**src/hw/supervisor_pkg.sv**
```systemverilog
/*
  Constants, field layout, reset values and timing counts for the core
  voltage set-point supervisor. Assumes one 200 MHz clock.
*/
// Overview of operation
// - Set-point code D3..D0 means 850 mV plus 50 mV per step.
// - Converter code comes from the serial register or the four code pins.
// - D5..D4 pick ramp rate 0.5, 1, 2.5 or 5 mV/us with 10 nF.
// - After reset the slew field holds 01, the 10 uA source.
// - Slew 00 gives 5 uA, 10 gives 24 uA, 11 gives 47 uA.
// - Enable low after start: low quiescent, settings kept, set-point restored.
// - Start-up ramps at the 1 mV/us rate.
// - Output above 114 percent over 1.5 us trips overvoltage, floats switch node.
// - Overvoltage clears itself only at 106 percent.
// - Undervoltage sets below 86 percent and clears at 94 percent.
// - Overcurrent limits current; persisting, undervoltage drops power good.
// - Both linear regulators follow the shared enable.
// - Battery good above 2.8 V, kept until below 2.6 V.
// - With no main battery the fault pin is driven low from backup.
// - Power good held low until all three rails are in tolerance.
// - Power good is not latched and follows the live faults.
// - Serial mode powers up at the 1.3 V set-point.
// - Code-pin mode ignores slew bits and uses the fixed ramp.
// - Data byte latched at the acknowledge clock rise and applied at once.
package supervisor_pkg;
  localparam int          CLK_PERIOD_PS = 5000;
  localparam int          OV_TIME_NS    = 1500;
  localparam int          OV_CYCLES     = (OV_TIME_NS * 1000 + CLK_PERIOD_PS - 1) / CLK_PERIOD_PS;
  localparam int          OV_CNT_W      = 9;
  localparam int          CODE_LSB      = 0;
  localparam int          CODE_W        = 4;
  localparam int          SLEW_LSB      = 4;
  localparam int          SLEW_W        = 2;
  localparam logic [3:0]  CODE_DEFAULT  = 4'h9;
  localparam logic [1:0]  SLEW_DEFAULT  = 2'h1;
  localparam logic [1:0]  SLEW_FIXED    = 2'h1;
  localparam logic [7:0]  PROG_RESET    = {2'h0, SLEW_DEFAULT, CODE_DEFAULT};
  localparam logic [10:0] BASE_MV       = 11'h352;
  localparam logic [10:0] STEP_MV       = 11'h032;
  localparam logic [5:0]  I_SLEW0_UA    = 6'h05;
  localparam logic [5:0]  I_SLEW1_UA    = 6'h0a;
  localparam logic [5:0]  I_SLEW2_UA    = 6'h18;
  localparam logic [5:0]  I_SLEW3_UA    = 6'h2f;
  localparam logic [5:0]  RATE0_TENTHS  = 6'h05;
  localparam logic [5:0]  RATE1_TENTHS  = 6'h0a;
  localparam logic [5:0]  RATE2_TENTHS  = 6'h19;
  localparam logic [5:0]  RATE3_TENTHS  = 6'h32;
  // Bus address value is arbitrary
  localparam logic [6:0]  DEV_ADDR      = 7'h2a;
endpackage

```
**src/hw/setpoint_if.sv**
```systemverilog
/*
  Carrier between the supervisor and its serial byte slave.
  Assumes scl and sda are already synchronised to ref_clk.
*/
`timescale 1ns/1ps
interface setpoint_if;
  logic       scl;
  logic       sda;
  logic       accept;
  logic [7:0] rd_data;
  logic       wr_stb;
  logic [7:0] wr_data;
  logic       sda_drive;
  modport slave (input scl, sda, accept, rd_data, output wr_stb, wr_data, sda_drive);
  modport host  (output scl, sda, accept, rd_data, input wr_stb, wr_data, sda_drive);
endinterface

```
**src/hw/core_voltage_setpoint_supervisor.sv**
```systemverilog
/*
  Digital supervisor around a core buck regulator: set-point and slew
  register, mode selection, fault hysteresis, power-good and battery flag.
  Assumes comparator inputs are asynchronous levels; pins are synchronised.
*/
`timescale 1ns/1ps
module core_voltage_setpoint_supervisor #(
  parameter int OV_CYCLES = supervisor_pkg::OV_CYCLES
) (
  input  wire logic        ref_clk,
  input  wire logic        reset,
  input  wire logic        clk_en,
  input  wire logic        scl_in,
  input  wire logic        sda_in,
  output logic             sda_out,
  output logic             sda_oe_n,
  input  wire logic [1:0]  voltage_code_pins,
  input  wire logic        code_pin_mode_select,
  input  wire logic        enable_in,
  input  wire logic        out_above_114,
  input  wire logic        out_above_106,
  input  wire logic        out_below_86,
  input  wire logic        out_below_94,
  input  wire logic        overcurrent_in,
  input  wire logic        linear_rails_ok,
  input  wire logic        batt_above_2v8,
  input  wire logic        batt_below_2v6,
  input  wire logic        main_batt_present,
  output logic [3:0]       dac_code,
  output logic [10:0]      setpoint_mv,
  output logic [1:0]       ramp_select,
  output logic [5:0]       ramp_current_ua,
  output logic [5:0]       ramp_rate_tenths,
  output logic             core_enable,
  output logic             linear_regs_enable,
  output logic             low_quiescent,
  output logic             phase_tristate,
  output logic             current_limit,
  output logic             ov_fault,
  output logic             uv_fault,
  output logic             power_ok_flag,
  output logic             power_ok_flag_oe_n,
  output logic             battery_fault_n,
  output logic             battery_fault_from_backup
);
  setpoint_if sp ();

  // Two-flop synchronisers; the first stage feeds only the second
  localparam int NSYNC = 15;
  logic [NSYNC-1:0] meta_q;
  logic [NSYNC-1:0] sync_q;
  logic [NSYNC-1:0] raw;
  assign raw = {scl_in, sda_in, voltage_code_pins, code_pin_mode_select, enable_in,
                out_above_114, out_above_106, out_below_86, out_below_94,
                overcurrent_in, linear_rails_ok, batt_above_2v8, batt_below_2v6,
                main_batt_present};

  always_ff @(posedge ref_clk) begin
    if (reset) begin
      meta_q <= '0;
      sync_q <= '0;
    end else if (clk_en) begin
      meta_q <= raw;
      sync_q <= meta_q;
    end
  end

  logic       scl_s;
  logic       sda_s;
  logic [1:0] pins_hi_s;
  logic       pin_mode_s;
  logic       en_s;
  logic       a114_s;
  logic       a106_s;
  logic       b86_s;
  logic       b94_s;
  logic       oc_s;
  logic       lin_ok_s;
  logic       b28_s;
  logic       b26_s;
  logic       batt_s;
  assign {scl_s, sda_s, pins_hi_s, pin_mode_s, en_s, a114_s, a106_s, b86_s, b94_s,
          oc_s, lin_ok_s, b28_s, b26_s, batt_s} = sync_q;

  function automatic logic [10:0] code_to_mv(input logic [3:0] code);
    code_to_mv = supervisor_pkg::BASE_MV + 11'(code) * supervisor_pkg::STEP_MV;
  endfunction

  function automatic logic [5:0] slew_to_ua(input logic [1:0] sel);
    case (sel)
      2'h0:    slew_to_ua = supervisor_pkg::I_SLEW0_UA;
      2'h1:    slew_to_ua = supervisor_pkg::I_SLEW1_UA;
      2'h2:    slew_to_ua = supervisor_pkg::I_SLEW2_UA;
      default: slew_to_ua = supervisor_pkg::I_SLEW3_UA;
    endcase
  endfunction

  function automatic logic [5:0] slew_to_rate(input logic [1:0] sel);
    case (sel)
      2'h0:    slew_to_rate = supervisor_pkg::RATE0_TENTHS;
      2'h1:    slew_to_rate = supervisor_pkg::RATE1_TENTHS;
      2'h2:    slew_to_rate = supervisor_pkg::RATE2_TENTHS;
      default: slew_to_rate = supervisor_pkg::RATE3_TENTHS;
    endcase
  endfunction

  // Serial slave; in code-pin mode the shared pins are code bits
  logic serial_mode;
  assign serial_mode = ~pin_mode_s;
  assign sp.scl     = serial_mode ? scl_s : 1'b1;
  assign sp.sda     = serial_mode ? sda_s : 1'b1;
  assign sp.accept  = serial_mode;

  // Program register survives enable cycles; only reset restores it
  logic [7:0] prog_q;
  assign sp.rd_data = prog_q;

  always_ff @(posedge ref_clk) begin
    if (reset) begin
      prog_q <= supervisor_pkg::PROG_RESET;
    end else if (clk_en && sp.wr_stb && serial_mode) begin
      prog_q <= sp.wr_data;
    end
  end

  serial_byte_slave u_slave (
    .ref_clk (ref_clk),
    .reset   (reset),
    .clk_en  (clk_en),
    .sp      (sp)
  );

  always_ff @(posedge ref_clk) begin
    if (reset) begin
      sda_out  <= 1'b0;
      sda_oe_n <= 1'b1;
    end else if (clk_en) begin
      sda_out  <= 1'b0;
      sda_oe_n <= ~(sp.sda_drive & serial_mode);
    end
  end

  // Start-up phase: enabled but rails not yet seen in regulation
  logic started_q;
  logic init_q;
  logic rails_ok;
  always_ff @(posedge ref_clk) begin
    if (reset) begin
      started_q <= 1'b0;
      init_q    <= 1'b0;
    end else if (clk_en) begin
      if (rails_ok) begin
        started_q <= 1'b1;
      end
      if (en_s) begin
        init_q <= 1'b1;
      end
    end
  end

  logic [3:0] code_sel;
  logic [1:0] slew_sel;
  always_comb begin
    code_sel = serial_mode ? prog_q[supervisor_pkg::CODE_LSB +: supervisor_pkg::CODE_W]
                           : {pins_hi_s, sda_s, scl_s};
    if (!serial_mode || !started_q) begin
      slew_sel = supervisor_pkg::SLEW_FIXED;
    end else begin
      slew_sel = prog_q[supervisor_pkg::SLEW_LSB +: supervisor_pkg::SLEW_W];
    end
  end

  always_ff @(posedge ref_clk) begin
    if (reset) begin
      dac_code         <= supervisor_pkg::CODE_DEFAULT;
      setpoint_mv      <= code_to_mv(supervisor_pkg::CODE_DEFAULT);
      ramp_select      <= supervisor_pkg::SLEW_DEFAULT;
      ramp_current_ua  <= supervisor_pkg::I_SLEW1_UA;
      ramp_rate_tenths <= supervisor_pkg::RATE1_TENTHS;
    end else if (clk_en) begin
      dac_code         <= code_sel;
      setpoint_mv      <= code_to_mv(code_sel);
      ramp_select      <= slew_sel;
      ramp_current_ua  <= slew_to_ua(slew_sel);
      ramp_rate_tenths <= slew_to_rate(slew_sel);
    end
  end

  // Enable: both linear regulators ride on the same pin as the core
  always_ff @(posedge ref_clk) begin
    if (reset) begin
      core_enable        <= 1'b0;
      linear_regs_enable <= 1'b0;
      low_quiescent      <= 1'b0;
    end else if (clk_en) begin
      core_enable        <= en_s;
      linear_regs_enable <= en_s;
      low_quiescent      <= init_q & ~en_s;
    end
  end

  // Overvoltage needs a persistence window so switching spikes do not trip it
  logic [supervisor_pkg::OV_CNT_W-1:0] ov_cnt_q;
  always_ff @(posedge ref_clk) begin
    if (reset) begin
      ov_cnt_q <= '0;
    end else if (clk_en) begin
      if (!a114_s || !en_s) begin
        ov_cnt_q <= '0;
      end else if (ov_cnt_q != supervisor_pkg::OV_CNT_W'(OV_CYCLES)) begin
        ov_cnt_q <= ov_cnt_q + 1'b1;
      end
    end
  end

  logic ov_trip;
  assign ov_trip = a114_s && en_s && (ov_cnt_q == supervisor_pkg::OV_CNT_W'(OV_CYCLES));

  always_ff @(posedge ref_clk) begin
    if (reset) begin
      ov_fault       <= 1'b0;
      phase_tristate <= 1'b0;
    end else if (clk_en) begin
      if (ov_trip) begin
        ov_fault       <= 1'b1;
        phase_tristate <= 1'b1;
      end else if (!a106_s) begin
        ov_fault       <= 1'b0;
        phase_tristate <= 1'b0;
      end
    end
  end

  always_ff @(posedge ref_clk) begin
    if (reset) begin
      uv_fault <= 1'b0;
    end else if (clk_en) begin
      if (b86_s && started_q) begin
        uv_fault <= 1'b1;
      end else if (!b94_s) begin
        uv_fault <= 1'b0;
      end
    end
  end

  always_ff @(posedge ref_clk) begin
    if (reset) begin
      current_limit <= 1'b0;
    end else if (clk_en) begin
      current_limit <= oc_s & en_s;
    end
  end

  // Power good is registered from live faults, not latched, so it can chatter on a soft short
  assign rails_ok = en_s && lin_ok_s && !b94_s && !a114_s && !ov_fault && !uv_fault;
  always_ff @(posedge ref_clk) begin
    if (reset) begin
      power_ok_flag      <= 1'b0;
      power_ok_flag_oe_n <= 1'b0;
    end else if (clk_en) begin
      power_ok_flag      <= 1'b0;
      power_ok_flag_oe_n <= rails_ok;
    end
  end

  logic batt_good_q;
  always_ff @(posedge ref_clk) begin
    if (reset) begin
      batt_good_q <= 1'b0;
    end else if (clk_en) begin
      if (!batt_s) begin
        batt_good_q <= 1'b0;
      end else if (b28_s) begin
        batt_good_q <= 1'b1;
      end else if (b26_s) begin
        batt_good_q <= 1'b0;
      end
    end
  end

  always_ff @(posedge ref_clk) begin
    if (reset) begin
      battery_fault_n           <= 1'b0;
      battery_fault_from_backup <= 1'b1;
    end else if (clk_en) begin
      battery_fault_n           <= batt_good_q & batt_s;
      battery_fault_from_backup <= ~batt_s;
    end
  end
endmodule // core_voltage_setpoint_supervisor

```
**src/hw/serial_byte_slave.sv**
```systemverilog
/*
  Two-wire bus slave holding one program byte: address, write and read.
  Assumes synchronised, oversampled scl and sda from the host modport.
*/
`timescale 1ns/1ps
module serial_byte_slave (
  input wire logic   ref_clk,
  input wire logic   reset,
  input wire logic   clk_en,
  setpoint_if.slave  sp
);
  typedef enum logic [2:0] {S_IDLE, S_ADDR, S_AACK, S_WDAT, S_WACK, S_RDAT, S_RACK, S_SKIP} slave_state_e;
  slave_state_e state_q;
  logic         scl_q;
  logic         sda_q;
  logic [7:0]   sh_q;
  logic [3:0]   cnt_q;
  logic         rw_q;
  logic         nack_q;
  logic         rise;
  logic         fall;
  logic         start;
  logic         stop;
  assign rise  = sp.scl & ~scl_q;
  assign fall  = ~sp.scl & scl_q;
  assign start = sp.scl & scl_q & sda_q & ~sp.sda;
  assign stop  = sp.scl & scl_q & ~sda_q & sp.sda;

  always_ff @(posedge ref_clk) begin
    if (reset) begin
      state_q <= S_IDLE;
      scl_q <= 1'b1;
      sda_q <= 1'b1;
      sh_q <= 8'h00;
      cnt_q <= 4'h0;
      rw_q <= 1'b0;
      nack_q <= 1'b0;
      sp.sda_drive <= 1'b0;
      sp.wr_stb <= 1'b0;
      sp.wr_data <= 8'h00;
    end else if (clk_en) begin
      sp.wr_stb <= 1'b0;
      scl_q <= sp.scl;
      sda_q <= sp.sda;
      if (start) begin
        state_q <= S_ADDR;
        cnt_q <= 4'h0;
        sp.sda_drive <= 1'b0;
      end else if (stop) begin
        state_q <= S_IDLE;
        sp.sda_drive <= 1'b0;
      end else if (rise) begin
        case (state_q)
          S_ADDR, S_WDAT: begin
            sh_q <= {sh_q[6:0], sp.sda};
            cnt_q <= cnt_q + 4'h1;
          end
          S_WACK: begin
            sp.wr_stb <= 1'b1;
            sp.wr_data <= sh_q;
          end
          S_RDAT: cnt_q <= cnt_q + 4'h1;
          S_RACK: nack_q <= sp.sda;
          default: ;
        endcase
      end else if (fall) begin
        case (state_q)
          S_ADDR: if (cnt_q == 4'h8) begin
            // Address not acknowledged in code-pin mode
            if (sh_q[7:1] == supervisor_pkg::DEV_ADDR && sp.accept) begin
              sp.sda_drive <= 1'b1;
              rw_q <= sh_q[0];
              state_q <= S_AACK;
            end else state_q <= S_SKIP;
          end
          S_AACK: begin
            cnt_q <= 4'h0;
            sh_q <= sp.rd_data;
            sp.sda_drive <= rw_q & ~sp.rd_data[7];
            state_q <= rw_q ? S_RDAT : S_WDAT;
          end
          S_WDAT: if (cnt_q == 4'h8) begin
            sp.sda_drive <= sp.accept;
            state_q <= sp.accept ? S_WACK : S_SKIP;
          end
          S_WACK: begin
            sp.sda_drive <= 1'b0;
            cnt_q <= 4'h0;
            state_q <= S_WDAT;
          end
          S_RDAT: if (cnt_q == 4'h8) begin
            sp.sda_drive <= 1'b0;
            state_q <= S_RACK;
          end else begin
            sh_q <= {sh_q[6:0], 1'b0};
            sp.sda_drive <= ~sh_q[6];
          end
          S_RACK: begin
            cnt_q <= 4'h0;
            sh_q <= sp.rd_data;
            sp.sda_drive <= ~nack_q & ~sp.rd_data[7];
            state_q <= nack_q ? S_SKIP : S_RDAT;
          end
          default: ;
        endcase
      end
    end
  end
endmodule // serial_byte_slave

```
**config.mk**
```make
export PLATFORM = sky130hd
export DESIGN_NAME = core_voltage_setpoint_supervisor
export DESIGN_NICKNAME = d
export VERILOG_FILES = /design/src/hw/supervisor_pkg.sv /design/src/hw/setpoint_if.sv /design/src/hw/core_voltage_setpoint_supervisor.sv /design/src/hw/serial_byte_slave.sv
export SDC_FILE = /design/constraint.sdc
export NUM_CORES = 1
export LEC_CHECK = 0
export BUFFER_PORTS_ARGS = -buffer_cell sky130_fd_sc_hd__buf_2
export CAP_MARGIN = 20
export CORE_MARGIN = 1.5
export CORE_UTILIZATION = 58
export CTS_CLUSTER_DIAMETER = 60
export CTS_CLUSTER_SIZE = 8
export DETAILED_ROUTE_END_ITERATION = 6
export GPL_TIMING_DRIVEN = 1
export PLACE_DENSITY_LB_ADDON = 0.2
export SLEW_MARGIN = 5
export SYNTH_ARGS = -nofsm -noshare
export SYNTH_HDL_FRONTEND = slang
export SYNTH_SLANG_ARGS = --single-unit
```
**constraint.sdc**
```tcl
create_clock -name ref_clk -period 4.37 [get_ports ref_clk]
set_input_delay 0.874 -clock ref_clk [delete_from_list [all_inputs] [get_ports ref_clk]]
set_output_delay 0.874 -clock ref_clk [all_outputs]
set_load 0.02 [all_outputs]
```
==> flow_summary.yaml, run 1 <==
placement:
  placed_cells: 722
  place_area_um2: 5490
  hpwl_um: 7500
  io_buffers: 56
  finalWeightedCongestion: 0.886
grt:
  use_met1_pct: 31.1
  grt_pass1_wl_um: 18800
  gr-usage-met3_pct: 5.25
  grt_overflow: 0
  grt_max_degree: 53
  antenna_found_initial: 0
  grt.met2_usage_pct: 38.5
  track_usage_pct: 23.5
  grt-busiest-layer: "met2"
  grt_pass1_vias: 3983
pwr:
  peakVddDrop_v: 0.000197
  p_leak_uw: 0.00231
  power_density_nw_per_um2: 338
  power_uw: 1930
timing:
  worst_clock_skew_ns: 0.0136
  hold_viol: 0
  fmax_ghz: 0.289
  tightest_slew_ns: 0.952
  min_period_ns: 3.46
  post-route-period-util_pct: 79.1
  setup_tns_ns: 0
  hold_slack_ns: 0.463
  slew_headroom_pct: 36.0
  setup_viol: 0
  slew_violations: 0
  rsz0062_at_grt: "no"
clock_network:
  clockBufferDepth: 2
  clk_latency_ns: 0.37
  cts_setup_buffers: 0
  cts.clk_slew.worst_paths_ns: 0.12
  clock_sinks: 112
  cts_buffers: 9
  cts.hold.buffers_added: 0
  cts_resized: 0
  cts_tree: "yes"
  htreeDepth: 3
  cts-root-buf: "clkbuf_8"
synth:
  synth-warning-count: 0
  synthArstFlopShare_pct: 0
  synth_cell_type_count: 68
  ys_seq_area_share_pct: 41.9
  synth_ff_type: "dfxtp_1"
  ys_top_cells_by_area: "dfxtp_1 42%, mux2i_1 10%, nor2_1 5.8%, ha_1 4.9%, nand2_1 4.4%"
  synth-edff-count: 0
  synthCells: 598
  synth.top_cell.area_share_pct: 41.9
  synth_area_um2: 5350
  ys_seq_elements: 112
  syn_area_per_cell_um2: 8.95
  yosysTopAreaCell: "dfxtp_1"
routing:
  first_pass_iters: 5
  ant_nets: 0
  drt-total-wl_um: 10900
  routed_via_density: 5.72
  drtIter0Drc: 221
  wire_per_inst_um: 14.8
  drc: 0
  via_count: 4219
setup_path:
  r2r-start: "sync_q[10]$_SDFFE_PP0P_"
  r2r-end: "setpoint_mv[9]$_SDFFE_PP0P_"
  arrival_ns: 3.75
  cp_num_buf_inv: 1
  slowest_delay_ns: 0.76
  path_class: "flop to flop"
  crit_slowest_cell: "dfxtp_1"
  crit_cells: 10
  critPathLaunch: "sync_q[10]$_SDFFE_PP0P_"
  cp-start-kind: "flop"
  worstPathRequired_ns: 4.66
  rr_worst_depth: 10
  critPathCaptureType: "flop"
  path_cells: "mux2_2 -> ha_1 -> ha_1 -> inv_1 -> fa_1 -> a21boi_0 -> o21ai_1 -> a211oi_1 -> xnor2_1 -> a211oi_1"
  rrSetupSlack_ns: 0.91
  crit_family: "adder cells"
  crit_fanout: 18
run_status:
  outcome: "complete, no violations"
worst_hold_path:
  hp-class: "flop to flop"
  whs_path_depth: 2
  min_from: "low_quiescent$_SDFFE_PP0P_"
  holdPathEnd: "low_quiescent$_SDFFE_PP0P_"
final_layout:
  area_growth_pct: 6.81
  final_nets: 665
  design_area_um2: 5710
  layout-drive-gt1-share_pct: 14.8
  fillCellCount: 739
  stdcell_count: 738
  n_antenna_cell: 0
  multi_input_area_um2: 2720
  regArea_um2: 2240
die:
  rows: 34
  ios: 60
  initial_utilization_pct: 60.5
  fp.dieH_um: 99.0
  fp.coreArea_um2: 8850
  die_w_um: 99.0
  die_area_um2: 9810
flow_run:
  drv_cap: 0
[flip-flops by register name, indices dropped and copies added, names as in the netlist, 3 cells and up]
register and flops:
meta_q 15, sync_q 15, setpoint_mv 10, ov_cnt_q 9
prog_q 8, u_slave.sh_q 8, u_slave.sp.wr_data 8, ramp_current_ua 5
dac_code 4, ramp_rate_tenths 4, u_slave.cnt_q 4, u_slave.state_q 3
[stage by stage]
step                util (%)  setup WS [ns]
finish                  64.6          0.912
floorplan                  -           1.30
CTS                     64.6          0.902
global route            64.6          0.594
global placement        62.1           1.10
detailed placement      62.1          0.953
[layout make-up]
class | count | share of cell area [%]
Clock buffer | 9 | 2.17
Clock inverter | 7 | 1.71
Inverter | 24 | 1.58
Multi-Input combinational cell | 419 | 47.6
Sequential cell | 112 | 39.2
Tap cell | 108 | 2.36
Timing Repair Buffer | 59 | 5.34
[cell usage in the layout (no fill, tap or decap), drive strengths merged, types with 4 or more instances in the layout]
cell type / instances
dfxtp: 112
nor2: 85
nand2: 63
buf: 59
mux2i: 55
a21oi: 32
o21ai: 28
inv: 26
ha: 21
nand3: 17
a211oi: 15
xnor2: 14
clkbuf: 9
nor3: 8
nand4: 6
and2: 5
a21boi: 4
nor2b: 4
a31oi: 4
[logic make-up after synthesis]
group | after synthesis | synth area share [%]
compound gates | 106 | 13.2
xor+xnor | 15 | 2.46
fa+ha+maj | 22 | 5.29
buf+inv | 69 | 7.39
flops | 112 | 41.9
mux | 58 | 11.2
other cells | 1 | 0.0701
simple gates | 215 | 18.5
[layer usage]
layer,part of all wire [%],up-vias
met5,0,-
met2,47,109
li1,-,2106
met1,46,1989
met3,6.2,15
met4,1.3,0
[report_power, final]
group	internal (uW)	switching, uW	total, uW
Clock	281	376	657
Combinational	78.5	118	197
Sequential	1050	29.1	1080
[cell usage after synthesis, types with 3 or more instances]
master	instances
o311ai_0	3
nand3_1	17
nor3_1	8
a211oi_1	13
clkbuf_8	3
mux2i_1	54
nor2_1	82
mux2_2	3
inv_1	24
nor4_1	3
clkbuf_1	22
nand2b_1	3
ha_1	21
and2_1	5
a21oi_1	32
buf_2	4
o21ai_0	27
buf_4	9
xnor2_1	14
nor2b_1	4
dfxtp_1	112
nor4b_1	3
buf_6	3
a21boi_0	4
nand4_1	6
nand2_1	63
or2_2	3
a31oi_1	3
nand3b_1	3
[worst min-delay path, delay by kind of cell (launching register included)]
family,cells,cell delay [ns]
and+or+nand+nor,1,0.06
DFF,1,0.32
AOI/OAI and AO/OA,1,0.05
[worst max path at each step]
stage,to,slack (ns)
3_5_place_dp,setpoint_mv[9]$_SDFFE_PP0P_,0.95
2_1_floorplan,setpoint_mv[9]$_SDFFE_PP0P_,1.30
6_report,setpoint_mv[9]$_SDFFE_PP0P_,0.91
5_1_grt,setpoint_mv[9]$_SDFFE_PP0P_,0.59
3_3_place_gp,setpoint_mv[9]$_SDFFE_PP0P_,1.10
4_1_cts,setpoint_mv[9]$_SDFFE_PP0P_,0.90
(Power assumes the default switching activity.)
==> inputs of run 2 (changes only) <==
--- a/config.mk
+++ b/config.mk
@@ -8,7 +8,7 @@
 export BUFFER_PORTS_ARGS = -buffer_cell sky130_fd_sc_hd__buf_2
 export CAP_MARGIN = 20
 export CORE_MARGIN = 1.5
-export CORE_UTILIZATION = 58
+export CORE_UTILIZATION = 53
 export CTS_CLUSTER_DIAMETER = 60
 export CTS_CLUSTER_SIZE = 8
 export DETAILED_ROUTE_END_ITERATION = 6
==> constraint.sdc (replaced) <==
create_clock -name ref_clk -period 3 [get_ports ref_clk]
set_input_delay 0.6 -clock ref_clk [delete_from_list [all_inputs] [get_ports ref_clk]]
set_output_delay 0.6 -clock ref_clk [all_outputs]
set_load 0.02 [all_outputs]
==> run 2 against run 1 <==
Compared with the run above: first-iteration DRC count down 26%; via count down 1.1%; clock-buffer cell count unchanged; design area up 1.4%; cell count up 4.3%; clock power up 34%; clock skew down 0.0026 ns; sequential share of layout area down 0.52 points; total power up 42%; critical path depth unchanged.
==> flow_summary.yaml, run 2 (synthesis results as in run 1) <==
clock_network:
  cts_tree: "yes"
  cts_buffers: 9
  cts-root-buf: "clkbuf_8"
  clockBufferDepth: 2
  clk_latency_ns: 0.37
  cts.clk_slew.worst_paths_ns: 0.12
  clock_sinks: 112
  cts.hold.buffers_added: 0
  htreeDepth: 3
setup_path:
  crit_fanout: 4
  crit_slowest_cell: "fa_1"
  worstPathRequired_ns: 3.29
  crit_family: "adder cells"
  path_class: "flop to flop"
  cp-start-kind: "flop"
  critPathCaptureType: "flop"
  slowest_delay_ns: 0.51
  cpMostUsedCell: "ha_1"
  arrival_ns: 3.02
  cp_num_buf_inv: 1
  path_cells: "mux2_2 -> ha_1 -> ha_1 -> inv_1 -> fa_1 -> a21boi_2 -> o21ai_1 -> a211oi_2 -> xnor2_1 -> a211oi_1"
final_layout:
  largestRegisters: "meta_q x15, sync_q x15, setpoint_mv x10"
  regArea_um2: 2240
  final_common_cell: "dfxtp_1"
  layout-drive-gt1-share_pct: 16.2
  final_nets: 672
  final_cell_mix: "111 x dfxtp_1, 82 x nor2_1, 63 x nand2_1"
  area_growth_pct: 8.30
  fillCellCount: 889
  multi_input_area_um2: 2730
  n_antenna_cell: 0
timing:
  slew_headroom_pct: 52.0
  worst_clock_skew_ns: 0.0110
  setup_tns_ns: 0
  min_period_ns: 2.74
  hold_viol: 0
  setup_viol: 0
  layout_setup_ws_ns: 0.264
  fmax_ghz: 0.365
  rsz0062_at_grt: "no"
  post-route-period-util_pct: 91.2
  slew_violations: 0
  tightest_slew_ns: 0.714
placement:
  io_buffers: 56
  finalWeightedCongestion: 0.892
  dp_slack_ns: 0.0835
  hpwl_um: 7740
routing:
  first_pass_iters: 4
  wire_per_inst_um: 14.4
  drc: 0
  drt-total-wl_um: 11100
  ant_nets: 0
  drtIter0Drc: 164
  via_count: 4171
  routed_via_density: 5.42
run_status:
  outcome: "complete, no violations"
die:
  die_w_um: 103
  initial_utilization_pct: 54.7
  ios: 60
  rows: 36
  die_area_um2: 10700
  fp.coreArea_um2: 9770
  fp.dieH_um: 103
grt:
  antenna_found_initial: 0
  grt_pass1_wl_um: 18700
  grt_overflow: 0
  grt_pass1_vias: 3915
  track_usage_pct: 22.0
  grt_max_degree: 68
worst_hold_path:
  hp-class: "primary input to flop"
pwr:
  peakVddDrop_v: 0.000314
  p_leak_uw: 0.00234
  power_density_nw_per_um2: 474
flow_run:
  drv_cap: 0
==> run 2: cell count changes in the layout (fill, tap and decap cells not counted), sizes merged <==
cell	delta
buf	+7
bufinv	-1
inv	+2
clkinv	-1
==> run 2: per-stage QoR <==
step	total power [uW]	cell area, um^2	utilization [%]	hold slack, ns	cells
finish	2750	5790	59.3	0.452	770
global route	2870	5790	59.3	0.459	770
CTS	2760	5780	59.2	0.447	770
detailed placement	1900	5590	57.2	0.449	754
global placement	1890	5590	57.2	0.436	754
floorplan	1830	5360	-	0.429	600
==> run 2: routing by layer <==
| metal | GRT usage [%] | routed length, um | vias to the layer above |
|---|---|---|---|
| li1 | - | - | 2118 |
| met1 | 29.8 | 5350 | 1947 |
| met2 | 36.4 | 5120 | 97 |
| met3 | 4.64 | 531 | 9 |
| met4 | 4.68 | 83 | 0 |
| met5 | 0 | 0 | - |
==> run 2: tightest hold or removal path, cell delays in order <==
cell     delay [ns]
buf_2          0.08
mux2i_1        0.05
nor2_1         0.07
==> run 2: path summary, 6_finish.rpt <==
kind / start / to / slack [ns] / cells past startpoint
worst min register to register: u_slave.sp.wr_data[6]$_SDFFE_PP0P_ / prog_q[6]$_SDFFE_PP0P_ / 0.45 / 2
worst min-delay path: out_above_106 / meta_q[7]$_SDFFE_PP0P_ / 0.45 / 3
worst max register to register: sync_q[10]$_SDFFE_PP0P_ / setpoint_mv[9]$_SDFFE_PP0P_ / 0.26 / 10
worst max-delay path: sync_q[10]$_SDFFE_PP0P_ / setpoint_mv[9]$_SDFFE_PP0P_ / 0.26 / 10
==> run 2: layout make-up <==
type                            count  share of cell area (%)
Clock buffer                        9                    2.14
Clock inverter                      7                    1.23
Inverter                           24                    1.55
Multi-Input combinational cell    419                    47.1
Sequential cell                   112                    38.7
Tap cell                          133                    2.87
Timing Repair Buffer               66                    6.39
==> run 2: report_power, final <==
part,total (uW),switching [uW],leakage [uW],internal (uW)
combinational,300,179,0.00134,121
clock,879,552,0.0000931,327
sequential,1570,40.2,0.000910,1530
total,2750,770,0.00234,1980
==> run 2: repair_timing <==
action                     4_1_cts  5_1_grt
setup endpoints to repair        0        1
buffers inserted                 0        0
gates resized for setup          0        4
